<file path="src/verilog/bce_defs.svh">
// Offsets, field positions, reset values and condition codes of the
// branch condition evaluator.
// Assumes inclusion by bare name from the package and design files.
`ifndef BCE_DEFS_SVH
`define BCE_DEFS_SVH

// ----------------------------------------------------------------
// Register byte addresses
// ----------------------------------------------------------------
`define BCE_OFS_EVAL      8'h00
`define BCE_OFS_ACT       8'h04
`define BCE_OFS_RES       8'h08
`define BCE_OFS_APPLY     8'h0C
`define BCE_OFS_FLAGS     8'hFC

// ----------------------------------------------------------------
// Flag positions inside condition_flags
// ----------------------------------------------------------------
`define BCE_FLG_C         7
`define BCE_FLG_Z         6
`define BCE_FLG_S         5
`define BCE_FLG_V         4
`define BCE_FLG_D         3
`define BCE_FLG_H         2
`define BCE_NFLAGS        6
`define BCE_FLAGS_RST     8'h00

// ----------------------------------------------------------------
// Evaluation register fields
// ----------------------------------------------------------------
`define BCE_EVAL_TRUE_BIT 8
`define BCE_EVAL_RST      4'h0

// ----------------------------------------------------------------
// Condition field codes
// ----------------------------------------------------------------
`define BCE_CC_NEVER      4'h0
`define BCE_CC_SBELOW     4'h1
`define BCE_CC_SATMOST    4'h2
`define BCE_CC_UATMOST    4'h3
`define BCE_CC_WRAPSET    4'h4
`define BCE_CC_SIGNNEG    4'h5
`define BCE_CC_MATCH      4'h6
`define BCE_CC_UBELOW     4'h7
`define BCE_CC_ALWAYS     4'h8
`define BCE_CC_SATLEAST   4'h9
`define BCE_CC_SABOVE     4'hA
`define BCE_CC_UABOVE     4'hB
`define BCE_CC_WRAPCLR    4'hC
`define BCE_CC_SIGNPOS    4'hD
`define BCE_CC_DIFFER     4'hE
`define BCE_CC_UATLEAST   4'hF

`endif

</file>
<file path="src/verilog/bce_pkg.sv">
// Types shared by the branch condition evaluator files.
// Assumes bce_defs.svh is on the include path.
package bce_pkg;
    `include "bce_defs.svh"

    // Treatment of one flag by one instruction
    typedef enum logic [2:0]
    {
        BCE_ACT_KEEP,
        BCE_ACT_CLEAR,
        BCE_ACT_SET,
        BCE_ACT_RESULT,
        BCE_ACT_UNDEF
    } bce_act_type;

    typedef bce_act_type bce_act_vec_type [`BCE_NFLAGS];
endpackage

</file>
<file path="src/verilog/bce_flag_if.sv">
// Carrier between the top and the flag register unit.
// Assumes both ends run on the same clock.
`timescale 1ns/1ps
`include "bce_defs.svh"
interface bce_flag_if;
    import bce_pkg::*;
    logic                      wr_en;
    logic [7:0]                wr_data;
    logic                      upd_en;
    bce_act_vec_type           upd_act;
    logic [`BCE_NFLAGS-1:0]    upd_res;
    logic [7:0]                flags;

    modport top
    (
        output wr_en,
        output wr_data,
        output upd_en,
        output upd_act,
        output upd_res,
        input  flags
    );
    modport unit
    (
        input  wr_en,
        input  wr_data,
        input  upd_en,
        input  upd_act,
        input  upd_res,
        output flags
    );
endinterface

</file>
<file path="src/verilog/bce_flag_unit.sv">
// Flag control register with per-flag update treatment.
// Assumes the top resolves update priority before driving the carrier.
`timescale 1ns/1ps
`include "bce_defs.svh"
module bce_flag_unit
    import bce_pkg::*;
(
    // Clock and reset
    input  wire logic  pclk,
    input  wire logic  presetn,
    // Flag carrier
    bce_flag_if.unit   fl
);
    localparam int FPOS [`BCE_NFLAGS] = '{`BCE_FLG_C, `BCE_FLG_Z,
        `BCE_FLG_S, `BCE_FLG_V, `BCE_FLG_D, `BCE_FLG_H};

    logic [7:0] flags_r;
    logic [7:0] flags_nxt;

    // ----------------------------------------------------------------
    // Next flag value
    // ----------------------------------------------------------------
    always_comb
    begin
        flags_nxt = flags_r;
        if (fl.upd_en)
        begin
            for (int i = 0; i < `BCE_NFLAGS; i++)
            begin
                unique case (fl.upd_act[i])                       // RL8
                    BCE_ACT_KEEP:   flags_nxt[FPOS[i]] = flags_r[FPOS[i]];
                    BCE_ACT_CLEAR:  flags_nxt[FPOS[i]] = 1'b0;
                    BCE_ACT_SET:    flags_nxt[FPOS[i]] = 1'b1;
                    BCE_ACT_RESULT: flags_nxt[FPOS[i]] = fl.upd_res[i];
                    // Undefined flags simply hold their old value
                    BCE_ACT_UNDEF:  flags_nxt[FPOS[i]] = flags_r[FPOS[i]];
                    default:        flags_nxt[FPOS[i]] = flags_r[FPOS[i]];
                endcase
            end
        end
        else if (fl.wr_en)
        begin
            flags_nxt = fl.wr_data;                               // RL1
        end
    end

    always_ff @(posedge pclk or negedge presetn)
    begin
        if (!presetn)
        begin
            flags_r <= `BCE_FLAGS_RST;
        end
        else
        begin
            flags_r <= flags_nxt;
        end
    end

    assign fl.flags = flags_r;
endmodule

</file>
<file path="src/verilog/bce_top.sv">
// Branch condition evaluator with flag control register, APB slave.
// Assumes a synchronous core sequencer and an APB master on pclk.
`timescale 1ns/1ps
`include "bce_defs.svh"

// Functional notes
// [RL1] Six flags C Z S V D H live in condition_flags; evaluator reads them. The evaluator here uses only C Z S V.
// [RL2] Field 0111 true when carry set; 1111 true when carry clear.
// [RL3] Field 0110 true when zero set; 1110 true when zero clear.
// [RL4] 1101 sign clear, 0101 sign set, 0100 wrap set, 1100 wrap clear.
// [RL5] 1001 true when S xor V is 0; 0001 when it is 1.
// [RL6] 1010 true when Z or (S xor V) is 0; 0010 when 1.
// [RL7] 1011 true when C and Z both clear; 0011 when C or Z set.
// [RL8] Each flag is cleared, set, from result, kept or undefined per op.
// [RL9] 1000 always true, 0000 never; output combinational from field, flags.
module bce_top
    import bce_pkg::*;
(
    // Clock and reset
    input  wire logic                   pclk,
    input  wire logic                   presetn,
    // APB slave
    input  wire logic                   psel,
    input  wire logic                   penable,
    input  wire logic                   pwrite,
    input  wire logic [7:0]             paddr,
    input  wire logic [31:0]            pwdata,
    output logic      [31:0]            prdata,
    output logic                        pready,
    output logic                        pslverr,
    // Sequencer condition query
    input  wire logic [3:0]             cond_field,
    output logic                        cond_true,
    // Sequencer flag update
    input  wire logic                   upd_valid,
    input  wire logic [3*`BCE_NFLAGS-1:0] upd_act,
    input  wire logic [`BCE_NFLAGS-1:0] upd_res,
    // Flag view
    output logic      [7:0]             flags_out
);
    bce_flag_if fl ();

    logic                       wait_r;
    logic                       wait_nxt;
    logic [31:0]                rdata_r;
    logic [31:0]                rdata_nxt;
    logic                       err_r;
    logic                       err_nxt;
    logic [3:0]                 eval_field_r;
    logic [3:0]                 eval_field_nxt;
    logic [3*`BCE_NFLAGS-1:0]   act_r;
    logic [3*`BCE_NFLAGS-1:0]   act_nxt;
    logic [`BCE_NFLAGS-1:0]     res_r;
    logic [`BCE_NFLAGS-1:0]     res_nxt;
    logic                       access;
    logic                       commit;
    logic                       wr_commit;
    logic                       mapped;
    logic                       sw_apply;
    logic                       eval_true;
    logic [7:0]                 flags;

    // ----------------------------------------------------------------
    // Condition evaluation
    // ----------------------------------------------------------------
    function automatic logic bce_eval(input logic [3:0] cc,
                                      input logic [7:0] f);
        logic c;
        logic z;
        logic s;
        logic v;
        logic r;
        c = f[`BCE_FLG_C];
        z = f[`BCE_FLG_Z];
        s = f[`BCE_FLG_S];
        v = f[`BCE_FLG_V];
        r = 1'b0;
        unique case (cc)
            `BCE_CC_NEVER:    r = 1'b0;                          // RL9
            `BCE_CC_ALWAYS:   r = 1'b1;                          // RL9
            `BCE_CC_UBELOW:   r = c;                             // RL2
            `BCE_CC_UATLEAST: r = !c;                            // RL2
            `BCE_CC_MATCH:    r = z;                             // RL3
            `BCE_CC_DIFFER:   r = !z;                            // RL3
            `BCE_CC_SIGNPOS:  r = !s;                            // RL4
            `BCE_CC_SIGNNEG:  r = s;                             // RL4
            `BCE_CC_WRAPSET:  r = v;                             // RL4
            `BCE_CC_WRAPCLR:  r = !v;                            // RL4
            `BCE_CC_SATLEAST: r = !(s ^ v);                      // RL5
            `BCE_CC_SBELOW:   r = s ^ v;                         // RL5
            `BCE_CC_SABOVE:   r = !(z | (s ^ v));                // RL6
            `BCE_CC_SATMOST:  r = z | (s ^ v);                   // RL6
            `BCE_CC_UABOVE:   r = !c && !z;                      // RL7
            `BCE_CC_UATMOST:  r = c | z;                         // RL7
        endcase
        return r;
    endfunction

    assign flags     = fl.flags;
    assign cond_true = bce_eval(cond_field, flags);              // RL1
    assign eval_true = bce_eval(eval_field_r, flags);
    assign flags_out = flags;

    // ----------------------------------------------------------------
    // APB decode
    // ----------------------------------------------------------------
    // One wait state lets read data come from a flop.
    assign access    = psel && penable;
    assign commit    = access && wait_r;
    assign wr_commit = commit && pwrite && !err_r;
    assign pready    = wait_r;
    assign pslverr   = wait_r && err_r;
    assign prdata    = rdata_r;
    assign sw_apply  = wr_commit && (paddr == `BCE_OFS_APPLY);

    always_comb
    begin
        unique case (paddr)
            `BCE_OFS_EVAL,
            `BCE_OFS_ACT,
            `BCE_OFS_RES,
            `BCE_OFS_APPLY,
            `BCE_OFS_FLAGS: mapped = 1'b1;
            default:        mapped = 1'b0;
        endcase
    end

    // ----------------------------------------------------------------
    // APB answer state
    // ----------------------------------------------------------------
    always_comb
    begin
        wait_nxt  = 1'b0;
        rdata_nxt = rdata_r;
        err_nxt   = err_r;
        if (access && !wait_r)
        begin
            wait_nxt = 1'b1;
            err_nxt  = !mapped;
            rdata_nxt = 32'h0000_0000;
            if (!pwrite)
            begin
                unique case (paddr)
                    `BCE_OFS_EVAL:
                    begin
                        rdata_nxt[3:0] = eval_field_r;
                        rdata_nxt[`BCE_EVAL_TRUE_BIT] = eval_true;
                    end
                    `BCE_OFS_ACT:
                    begin
                        rdata_nxt[3*`BCE_NFLAGS-1:0] = act_r;
                    end
                    `BCE_OFS_RES:
                    begin
                        rdata_nxt[`BCE_NFLAGS-1:0] = res_r;
                    end
                    `BCE_OFS_FLAGS:
                    begin
                        rdata_nxt[7:0] = flags;                   // RL1
                    end
                    default:
                    begin
                        rdata_nxt = 32'h0000_0000;
                    end
                endcase
            end
        end
    end

    always_ff @(posedge pclk or negedge presetn)
    begin
        if (!presetn)
        begin
            wait_r  <= 1'b0;
            rdata_r <= 32'h0000_0000;
            err_r   <= 1'b0;
        end
        else
        begin
            wait_r  <= wait_nxt;
            rdata_r <= rdata_nxt;
            err_r   <= err_nxt;
        end
    end

    // ----------------------------------------------------------------
    // Software control registers
    // ----------------------------------------------------------------
    always_comb
    begin
        eval_field_nxt = eval_field_r;
        act_nxt        = act_r;
        res_nxt        = res_r;
        if (wr_commit)
        begin
            unique case (paddr)
                `BCE_OFS_EVAL:
                begin
                    eval_field_nxt = pwdata[3:0];
                end
                `BCE_OFS_ACT:
                begin
                    act_nxt = pwdata[3*`BCE_NFLAGS-1:0];
                end
                `BCE_OFS_RES:
                begin
                    res_nxt = pwdata[`BCE_NFLAGS-1:0];
                end
                default:
                begin
                    eval_field_nxt = eval_field_r;
                end
            endcase
        end
    end

    always_ff @(posedge pclk or negedge presetn)
    begin
        if (!presetn)
        begin
            eval_field_r <= `BCE_EVAL_RST;
            act_r        <= '0;
            res_r        <= '0;
        end
        else
        begin
            eval_field_r <= eval_field_nxt;
            act_r        <= act_nxt;
            res_r        <= res_nxt;
        end
    end

    // ----------------------------------------------------------------
    // Flag update routing
    // ----------------------------------------------------------------
    // A sequencer update beats a software apply in the same cycle.
    always_comb
    begin
        fl.wr_en   = wr_commit && (paddr == `BCE_OFS_FLAGS);
        fl.wr_data = pwdata[7:0];
        fl.upd_en  = upd_valid || sw_apply;                       // RL8
        fl.upd_res = upd_valid ? upd_res : res_r;
        for (int i = 0; i < `BCE_NFLAGS; i++)
        begin
            fl.upd_act[i] = bce_act_type'(upd_valid ?
                upd_act[3*i +: 3] : act_r[3*i +: 3]);
        end
    end

    bce_flag_unit u_flags
    (
        .pclk    (pclk),
        .presetn (presetn),
        .fl      (fl.unit)
    );
endmodule

</file>
<file path="config.mk">
export PLATFORM = sky130hd
export DESIGN_NAME = bce_top
export DESIGN_NICKNAME = d
export VERILOG_FILES = /design/src/verilog/bce_pkg.sv /design/src/verilog/bce_flag_if.sv /design/src/verilog/bce_flag_unit.sv /design/src/verilog/bce_top.sv
export VERILOG_INCLUDE_DIRS = /design/src /design/src/verilog
export SDC_FILE = /design/constraint.sdc
export NUM_CORES = 1
export LEC_CHECK = 0
export ABC_AREA = 1
export BUFFER_PORTS_ARGS = -buffer_cell sky130_fd_sc_hd__buf_2
export CORE_MARGIN = 4
export CORE_UTILIZATION = 52
export DETAILED_ROUTE_END_ITERATION = 6
export PLACE_DENSITY_LB_ADDON = 0.08
export SLEW_MARGIN = 5
export SYNTH_ARGS = -nofsm -noshare
export SYNTH_HDL_FRONTEND = slang
export SYNTH_SLANG_ARGS = --single-unit
</file>
<file path="constraint.sdc">
create_clock -name pclk -period 1.8 [get_ports pclk]
set_clock_uncertainty 0.05 [all_clocks]
set_input_delay 0.27 -clock pclk [delete_from_list [all_inputs] [get_ports pclk]]
set_output_delay 0.27 -clock pclk [all_outputs]
set_load 0.03 [all_outputs]
</file>
==> results.toml, run 1 <==
[placed_design]
place_inst = 713
place_ws_ps = 98.46
portBuffers = 88
gp_congestion = 0.9398
placed_area_um2 = 4146
hpwlAfterDp_mm = 7.154

[timing]
hold_slack_ps = 143.0
finalCritPeriodShare_pct = 103.0
setup_viol = 1
final.setup.tns_ps = -54.34
drv_slew = 0
timing_hold_violations_final = 0
fin_ws_ps = -54.34
rsz0062_at_grt = "yes"
min_period_ps = 1854
max_freq_mhz = 539.3

[hold_path]
hp-class = "primary input to flip-flop"
min_path_cells = 3

[clock_tree]
cts_buffers = 5
cts_tree = "built"
cts_buffer_depth = 2
clkSlewWorstSetupHoldPaths_ps = 100
worstSkewPairLatency_ps = 310
clock-root-buffer = "clkbuf_8"
clock_sinks = 56
ctsHtreeMaxLevel = 2

[synth]
synth.cell_area_um2 = 3674
synth_top_area_share_pct = 38.15
synth_seq_cells = 56
synth_area_leader_cell = "dfrtp_1"
synthTopCellsByArea = "dfrtp_1, nand2_1, inv_1"
ys_warn_count = 0
ys_seq_area_share_pct = 38.15
syn_area_per_cell_um2 = 6.879
syn_inst = 534
synth.distinct_cells = 27

[floorplan]
die_y_um = 92.05
core_area_um2 = 6832
pin_count = 117
rows = 30
initial_utilization_pct = 53.77
dieArea_um2 = 8473
die_w_um = 92.05

[cells_and_area]
syn_to_final_growth_pct = 19.48
stdcell_count = 734
seq_area_um2 = 1404
multi_input_area_um2 = 1889
final_cell_area_um2 = 4389
antenna_cells = 0
fillerInstances = 660
nets = 711
drive_gt1_share_pct = 24.61
utilization_pct = 64.25

[routing]
post_drt_wl_per_cell_um = 13.38
dr.pass1.iters = 4
ant_nets = 0
drt_wl_total_mm = 9.820
num_vias = 3660
route.detailed.drc = 0
viasPerCell = 4.986
drt_iter0_drc = 180

[run]
maxCapViolCount = 0

[global_routing]
grt_start_max_net_pins = 57
grt_pass1_vias = 3526
overflow = 0
grt_use_total_pct = 23.38
grt_pass1_wl_mm = 16.17
antenna_found_initial = 0

[critical_path]
crit_fanout = 4
path_depth = 9
cp_cell_sequence = "inv_2, nand2_1, nand2_2, nor3_4, nor2_1, nand3_1, nor2_1, nand2_1, buf_6"
critPathLaunchType = "flip-flop"
end_kind = "primary output"
crit_buf_inv = 2
slowest_delay_ps = 440
r2r_slack_ps = 220
arrival_ps = 1530
critPathSlowestCell = "dfrtp_1"
cpLargestDelayFamily = "simple AND/OR/NAND/NOR gates"
rr_worst_depth = 6
crit_required_ps = 1480
worst-setup-path-type = "flip-flop to primary output"

[pwr]
power_density_nw_per_um2 = 644.8
worst_ir_drop_vdd_mv = 0.4545
p_leak_nw = 2.488
power_mw = 2.830

[outcome]
violations = "negative setup slack"
status = "finished, violations left"
[kinds of logic (layout without fill, tap and decap cells)]
logic type | Yosys count | count (layout) | share of synthesized area, %
other | 1 | 14 | 0.1021
buffers and inverters | 89 | 180 | 12.64
and+or+nand+nor | 318 | 318 | 39.03
AOI/OAI and AO/OA | 70 | 70 | 10.08
DFF | 56 | 56 | 38.15
[metal layers]
metal  up-vias  part of all wire [%]  wire, um  track usage, %
met2       127                    48      4753           39.90
met3        11                   7.3       719           4.430
met4         0                   1.4       133           6.312
li1       1857                     -         -               -
met5         -                     0         0               0
met1      1665                    43      4213           30.36
[where the power goes]
part	switching, mW	internal [mW]	leakage, nW
registers	0.0471	1.29	0.717
clock network	0.421	0.314	0.0445
logic	0.460	0.298	1.73
[cell usage after synthesis]
| library cell | number |
|---|---|
| buf_6 | 7 |
| buf_4 | 14 |
| nor2_8 | 1 |
| inv_1 | 56 |
| o211ai_1 | 3 |
| buf_12 | 1 |
| nand2_2 | 2 |
| o21ai_1 | 26 |
| nand2_1 | 202 |
| nor3_1 | 2 |
| nor2_2 | 6 |
| o21ai_0 | 23 |
| inv_2 | 4 |
| dfrtp_1 | 56 |
| or2_2 | 3 |
| nor2_1 | 41 |
| nand3_1 | 34 |
| clkinv_2 | 2 |
| buf_2 | 5 |
| nand2_4 | 4 |
| conb_1 | 1 |
| o21a_1 | 5 |
| nor2_4 | 5 |
| a21oi_1 | 13 |
| nand3b_1 | 4 |
| nand3_4 | 3 |
| nand4_1 | 11 |
[layout by cell type (no fill, tap or decap), drive strengths merged]
cell type	Yosys	final
buf	27	109
nand3	37	37
clkinvlp	0	1
nand4	11	11
nand3b	4	4
conb	1	14
a21oi	13	13
o211ai	3	3
dlygate4sd3	0	1
clkbuf	0	7
or2	3	3
o21a	5	5
dfrtp	56	56
o21ai	49	49
nor3	2	2
clkinv	2	2
inv	60	60
nand2	208	208
nor2	53	53
[final cells by class]
type	instances	share of cell area, %
sequential	56	31.98
tap	96	2.737
timing repair buffer	110	14.74
inverter	62	5.359
multi-input combinational	402	43.04
clock buffer	7	1.967
clock inverter	1	0.1710
[registers in the layout (all words and copies together), names as in the netlist]
name,count
pready,1
prdata,18
err_r,1
eval_field_r,4
act_r,18
res_r,6
u_flags.fl.flags,8
[final timing paths]
path,from,end
max,u_flags.fl.flags[5],cond_true
min,pwdata[10],act_r[10]
max reg2reg,pready,prdata[16]
min reg2reg,prdata[0],prdata[0]
max in group asynchronous,presetn,u_flags.fl.flags[4]
min in group asynchronous,presetn,prdata[6]
[worst min-delay path, cell delays in order]
cell and delay, ps:
buf_2 80, nor2_1 30, a21oi_1 90
[timing repair]
action | CTS | global route
pin swaps | 5 | 5
hold buffers | 1 | 0
endpoints found under the setup margin | 1 | 1
buffers inserted | 10 | 2
endpoints found under the hold margin | 56 | 0
resized for setup | 13 | 6
No activity file was read; power rests on OpenSTA's default activity.
==> run 2, diff against run 1 <==
--- a/config.mk
+++ b/config.mk
@@ -9,7 +9,7 @@
 export ABC_AREA = 1
 export BUFFER_PORTS_ARGS = -buffer_cell sky130_fd_sc_hd__buf_2
 export CORE_MARGIN = 4
-export CORE_UTILIZATION = 52
+export CORE_UTILIZATION = 45
 export DETAILED_ROUTE_END_ITERATION = 6
 export PLACE_DENSITY_LB_ADDON = 0.08
 export SLEW_MARGIN = 5
==> run 2 against run 1 <==
  * The run still ends with negative setup slack left
  * First-iteration DRC count is 7.2% higher
  * Clock-buffer cell count shrank 1
  * Die area increased by 14%
  * Critical path type unchanged
  * Largest power group unchanged
==> results.toml, run 2 (synthesized netlist as in run 1, its figures left out) <==
[pwr]
p_leak_nw = 2.478
worst_ir_drop_vdd_mv = 0.3355
power_density_nw_per_um2 = 637.7

[timing]
final.setup.tns_ps = -32.26
finalCritPeriodShare_pct = 101.8
rsz0062_at_grt = "yes"
max_freq_mhz = 545.8
drv_slew = 0
timing_hold_violations_final = 0
min_period_ps = 1832
worst_slew_pin_slew_ps = 552.4
relSlewSlack_pct = 63.17
fin_ws_ps = -32.26
setup_viol = 1

[floorplan]
core_area_um2 = 7848
pin_count = 117
dieArea_um2 = 9673
rows = 32
die_y_um = 98.35
die_w_um = 98.35
initial_utilization_pct = 46.81

[hold_path]
hp-class = "primary input to flip-flop"

[critical_path]
r2r_slack_ps = 170
critPathLaunchType = "flip-flop"
endpoint = "cond_true"
crit_fanout = 4
worst-setup-path-type = "flip-flop to primary output"
end_kind = "primary output"
slowest_delay_ps = 420
startpoint = "u_flags.fl.flags[5]"
cpLargestDelayFamily = "simple AND/OR/NAND/NOR gates"
critPathSlowestCell = "dfrtp_1"
arrival_ps = 1510
cp_cell_sequence = "inv_2, nand2_2, nand2_2, nand2_2, o21ai_1, nand2_1, nor2_1, nand2_1, buf_6"
crit_path_frequent_cell = "nand2_2"
crit_buf_inv = 2
r2r-end = "prdata[10]"
crit_required_ps = 1480
r2r_start = "pready"
rr_worst_depth = 6
path_depth = 9

[clock_tree]
ctsHtreeMaxLevel = 2
cts_buffers = 5
cts_tree = "built"
clock_sinks = 56
clkSlewWorstSetupHoldPaths_ps = 100
cts_buffer_depth = 2
worstSkewPairLatency_ps = 310
clock-root-buffer = "clkbuf_8"

[placed_design]
hpwlAfterDp_mm = 7.635
gp_congestion = 0.8416
portBuffers = 88
place_ws_ps = 104.7

[routing]
route.detailed.drc = 0
ant_nets = 0
num_vias = 3614
post_drt_wl_per_cell_um = 13.39
drt_wl_total_mm = 9.866
drt_iter0_drc = 193
dr.pass1.iters = 5
viasPerCell = 4.904

[outcome]
status = "finished, violations left"
violations = "negative setup slack"

[global_routing]
grt_pass1_vias = 3519
overflow = 0
antenna_found_initial = 0
grt_use_total_pct = 21.24
grt_start_max_net_pins = 37
grt_pass1_wl_mm = 16.95

[cells_and_area]
nets = 708
antenna_cells = 0
utilization_pct = 55.71
drive_gt1_share_pct = 24.25
syn_to_final_growth_pct = 19.01
final_common_cell = "nand2_1"
layout_common_cells = "nand2_1, buf_2, dfrtp_1"

[run]
maxCapViolCount = 0
[run 2: cell types whose count changed in the layout (fill, tap and decap cells not counted), sizes merged]
cell,delta
inv,+1
clkbuf,-1
clkinv,+1
clkinvlp,-1
buf,-3
[run 2: cell type report]
type | instances | area, um2
sequential | 56 | 1403
multi-input combinational | 402 | 1877
tap | 102 | 127.6
clock buffer | 6 | 82.58
clock inverter | 2 | 13.76
timing repair buffer | 107 | 633.1
inverter | 62 | 235.2
fill | 829 | 3476
[run 2: where the power goes]
group	switching (mW)	total, mW	internal, mW
Sequential	0.0460	1.34	1.29
Clock	0.421	0.737	0.316
Combinational	0.448	0.714	0.266
[run 2: stage by stage]
| stage | total power [mW] | hold slack [ps] | cell area (um2) | instances |
|---|---|---|---|---|
| 2_1_floorplan | 1.754 | -75.59 | 3722 | 547 |
| 3_3_place_gp | 1.978 | 226.1 | 4182 | 721 |
| 3_5_place_dp | 1.982 | 233.5 | 4182 | 721 |
| 4_1_cts | 2.811 | 136.7 | 4367 | 737 |
| 5_1_grt | 2.942 | 151.9 | 4372 | 737 |
| 6_report | 2.788 | 141.9 | 4372 | 737 |
[run 2: what timing repair did]
action	in CTS	in global routing
resized for setup	14	2
buffers inserted	7	0
endpoints found under the setup margin	1	2
pin swaps	4	4
hold endpoints to repair	19	0
hold buffers	1	0
[run 2: worst min-delay path by stage]
stage / startpoint / slack (ps) / cells after the start / end
global route: pwdata[10] / 150 / 3 / act_r[10]
global placement: presetn / 230 / 1 / prdata[17]
CTS: pwdata[11] / 140 / 3 / act_r[11]
floorplan: presetn / -80 / 0 / act_r[0]
detailed placement: presetn / 230 / 1 / prdata[17]
finish: pwdata[11] / 140 / 3 / act_r[11]
[run 2: per-layer routing]
layer  share of wire, %  vias up  global-route usage (%)
met2                 47      119                   35.31
li1                   -     1857                       -
met1                 46     1631                   29.70
met3                6.2        7                   3.286
met4               0.78        0                   3.782
met5                  0        -                       0
[run 2: worst register-to-register path: cells and delay by family (launching register included)]
| kind | cells | cell delay, ps |
|---|---|---|
| buffers and inverters | 2 | 290 |
| AOI/OAI and AO/OA | 1 | 130 |
| DFF | 1 | 470 |
| and+or+nand+nor | 3 | 630 |
==> run 3, diff against run 2 <==
--- a/config.mk
+++ b/config.mk
@@ -7,10 +7,10 @@
 export NUM_CORES = 1
 export LEC_CHECK = 0
 export ABC_AREA = 1
-export BUFFER_PORTS_ARGS = -buffer_cell sky130_fd_sc_hd__buf_2
 export CORE_MARGIN = 4
 export CORE_UTILIZATION = 45
 export DETAILED_ROUTE_END_ITERATION = 6
+export DONT_BUFFER_PORTS = 1
 export PLACE_DENSITY_LB_ADDON = 0.08
 export SLEW_MARGIN = 5
 export SYNTH_ARGS = -nofsm -noshare
==> run 3 against run 2 <==
  * The flow still finishes with violations (negative setup slack)
  * Highest routed layer unchanged
  * Clock power is 2% lower
  * Largest cell class unchanged
  * Wire length is 0.81% lower
  * Critical path depth is 1 lower
==> results.toml, run 3 (synthesized netlist as in run 1, its figures left out) <==
[outcome]
status = "finished, violations left"
violations = "negative setup slack"

[global_routing]
antenna_found_initial = 0
grt_pass1_wl_mm = 15.91
grt_pass1_vias = 3182
overflow = 0
grt_start_max_net_pins = 57
grt_use_total_pct = 20.40

[placed_design]
place_ws_ps = 108.2
place_inst = 635
hpwlAfterDp_mm = 7.338
portBuffers = 0
gp_congestion = 0.8348

[floorplan]
rows = 32
dieArea_um2 = 9673
pin_count = 117
core_area_um2 = 7848
die_y_um = 98.35
initial_utilization_pct = 46.81
die_w_um = 98.35

[routing]
dr.pass1.iters = 4
drt_wl_total_mm = 9.786
post_drt_wl_per_cell_um = 14.94
top_layer = "met4"
met2_length_mm = 4.609
ant_nets = 0
dr_wl_met3_um = 739
num_vias = 3320
viasPerCell = 5.069
drt_iter0_drc = 161
m1WireLength_mm = 4.350
route.detailed.drc = 0

[critical_path]
cpLargestDelayFamily = "simple AND/OR/NAND/NOR gates"
cp_cell_sequence = "inv_2, nand2_2, nand2_2, nand2_2, o21ai_2, nand2_1, nor2_1, nand2_2"
crit_required_ps = 1480
slowest_delay_ps = 460
worst-setup-path-type = "flip-flop to primary output"
critPathLaunchType = "flip-flop"
critPathSlowestCell = "dfrtp_2"
end_kind = "primary output"
crit_buf_inv = 1
crit_fanout = 4
arrival_ps = 1570
crit_path_frequent_cell = "nand2_2"

[clock_tree]
clock_sinks = 56
cts_tree = "built"
cts_buffers = 5
cts_buffer_depth = 2
clkSlewWorstSetupHoldPaths_ps = 100
worstSkewPairLatency_ps = 310
clock-root-buffer = "clkbuf_8"
ctsHtreeMaxLevel = 2

[cells_and_area]
final_common_cell = "nand2_1"
layout_common_cells = "nand2_1, dfrtp_1, inv_1"
syn_to_final_growth_pct = 8.311
multi_input_area_um2 = 1898
stdcell_count = 655
utilization_pct = 50.70
drive_gt1_share_pct = 13.56
seq_area_um2 = 1403
antenna_cells = 0
nets = 626
fillerInstances = 847

[timing]
final.setup.tns_ps = -85.28
fin_ws_ps = -85.28
timing_hold_violations_final = 0
max_freq_mhz = 530.4
setup_viol = 1
drv_slew = 0
min_period_ps = 1885
finalCritPeriodShare_pct = 104.7
hold_slack_ps = 57.84
rsz0062_at_grt = "yes"

[hold_path]
hp-class = "primary input to flip-flop"

[run]
maxCapViolCount = 0

[pwr]
worst_ir_drop_vdd_mv = 0.4003
power_density_nw_per_um2 = 683.3
p_leak_nw = 2.119
## run 3: cell types whose count changed in the layout (fill, tap and decap cells not counted), sizes merged
cell	before	now
inv	61	60
clkbuf	6	7
buf	106	24
clkinv	3	2
clkinvlp	0	1
## run 3: worst paths after layout
path	from	to	slack, ps	depth (start not counted)
max	u_flags.fl.flags[5]	cond_true	-90	8
min reg2reg	act_r[1]	act_r[1]	480	2
max in group asynchronous	presetn	u_flags.fl.flags[5]	1020	2
min	pwdata[11]	act_r[11]	60	2
max reg2reg	pready	prdata[10]	210	6
min in group asynchronous	presetn	prdata[1]	420	2
## run 3: per-stage QoR
stage          cell area (um2)  total power, mW
2_1_floorplan             3722            1.754
3_3_place_gp              3719            1.851
3_5_place_dp              3719            1.853
4_1_cts                   3934            2.697
5_1_grt                   3979            2.861
6_report                  3979            2.719
## run 3: area by class of cell
| class | count | area share, % |
|---|---|---|
| clock buffer | 7 | 2.170 |
| sequential | 56 | 35.25 |
| timing repair buffer | 25 | 5.566 |
| inverter | 62 | 5.912 |
| tap | 102 | 3.208 |
| multi-input combinational | 402 | 47.70 |
| clock inverter | 1 | 0.1887 |
## run 3: what timing repair did
action | 4_1_cts | 5_1_grt
cloned | 0 | 0
endpoints found under the setup margin | 1 | 1
gates resized for setup | 14 | 7
buffers inserted | 7 | 3
hold buffers | 2 | 0
pin swaps | 6 | 7
hold endpoints to repair | 56 | 0
## run 3: worst register-to-register path, delay by kind of cell (launching register included)
family / cells / cell delay [ps]
DFF: 1 / 460
AOI/OAI and AO/OA: 1 / 120
and+or+nand+nor: 3 / 550
buffers and inverters: 2 / 350
## run 3: report_power, final
group	total, mW	internal (mW)	switching (mW)	leakage (nW)
Sequential	1.35	1.29	0.0624	0.718
Combinational	0.643	0.235	0.407	1.36
Clock	0.724	0.314	0.410	0.0445
Total	2.72	1.84	0.880	2.12
## run 3: routing by layer
metal | track usage [%] | up-vias
li1 | - | 1689
met1 | 26.97 | 1521
met2 | 34.37 | 105
met3 | 4.429 | 5
met4 | 4.412 | 0
met5 | 0 | -
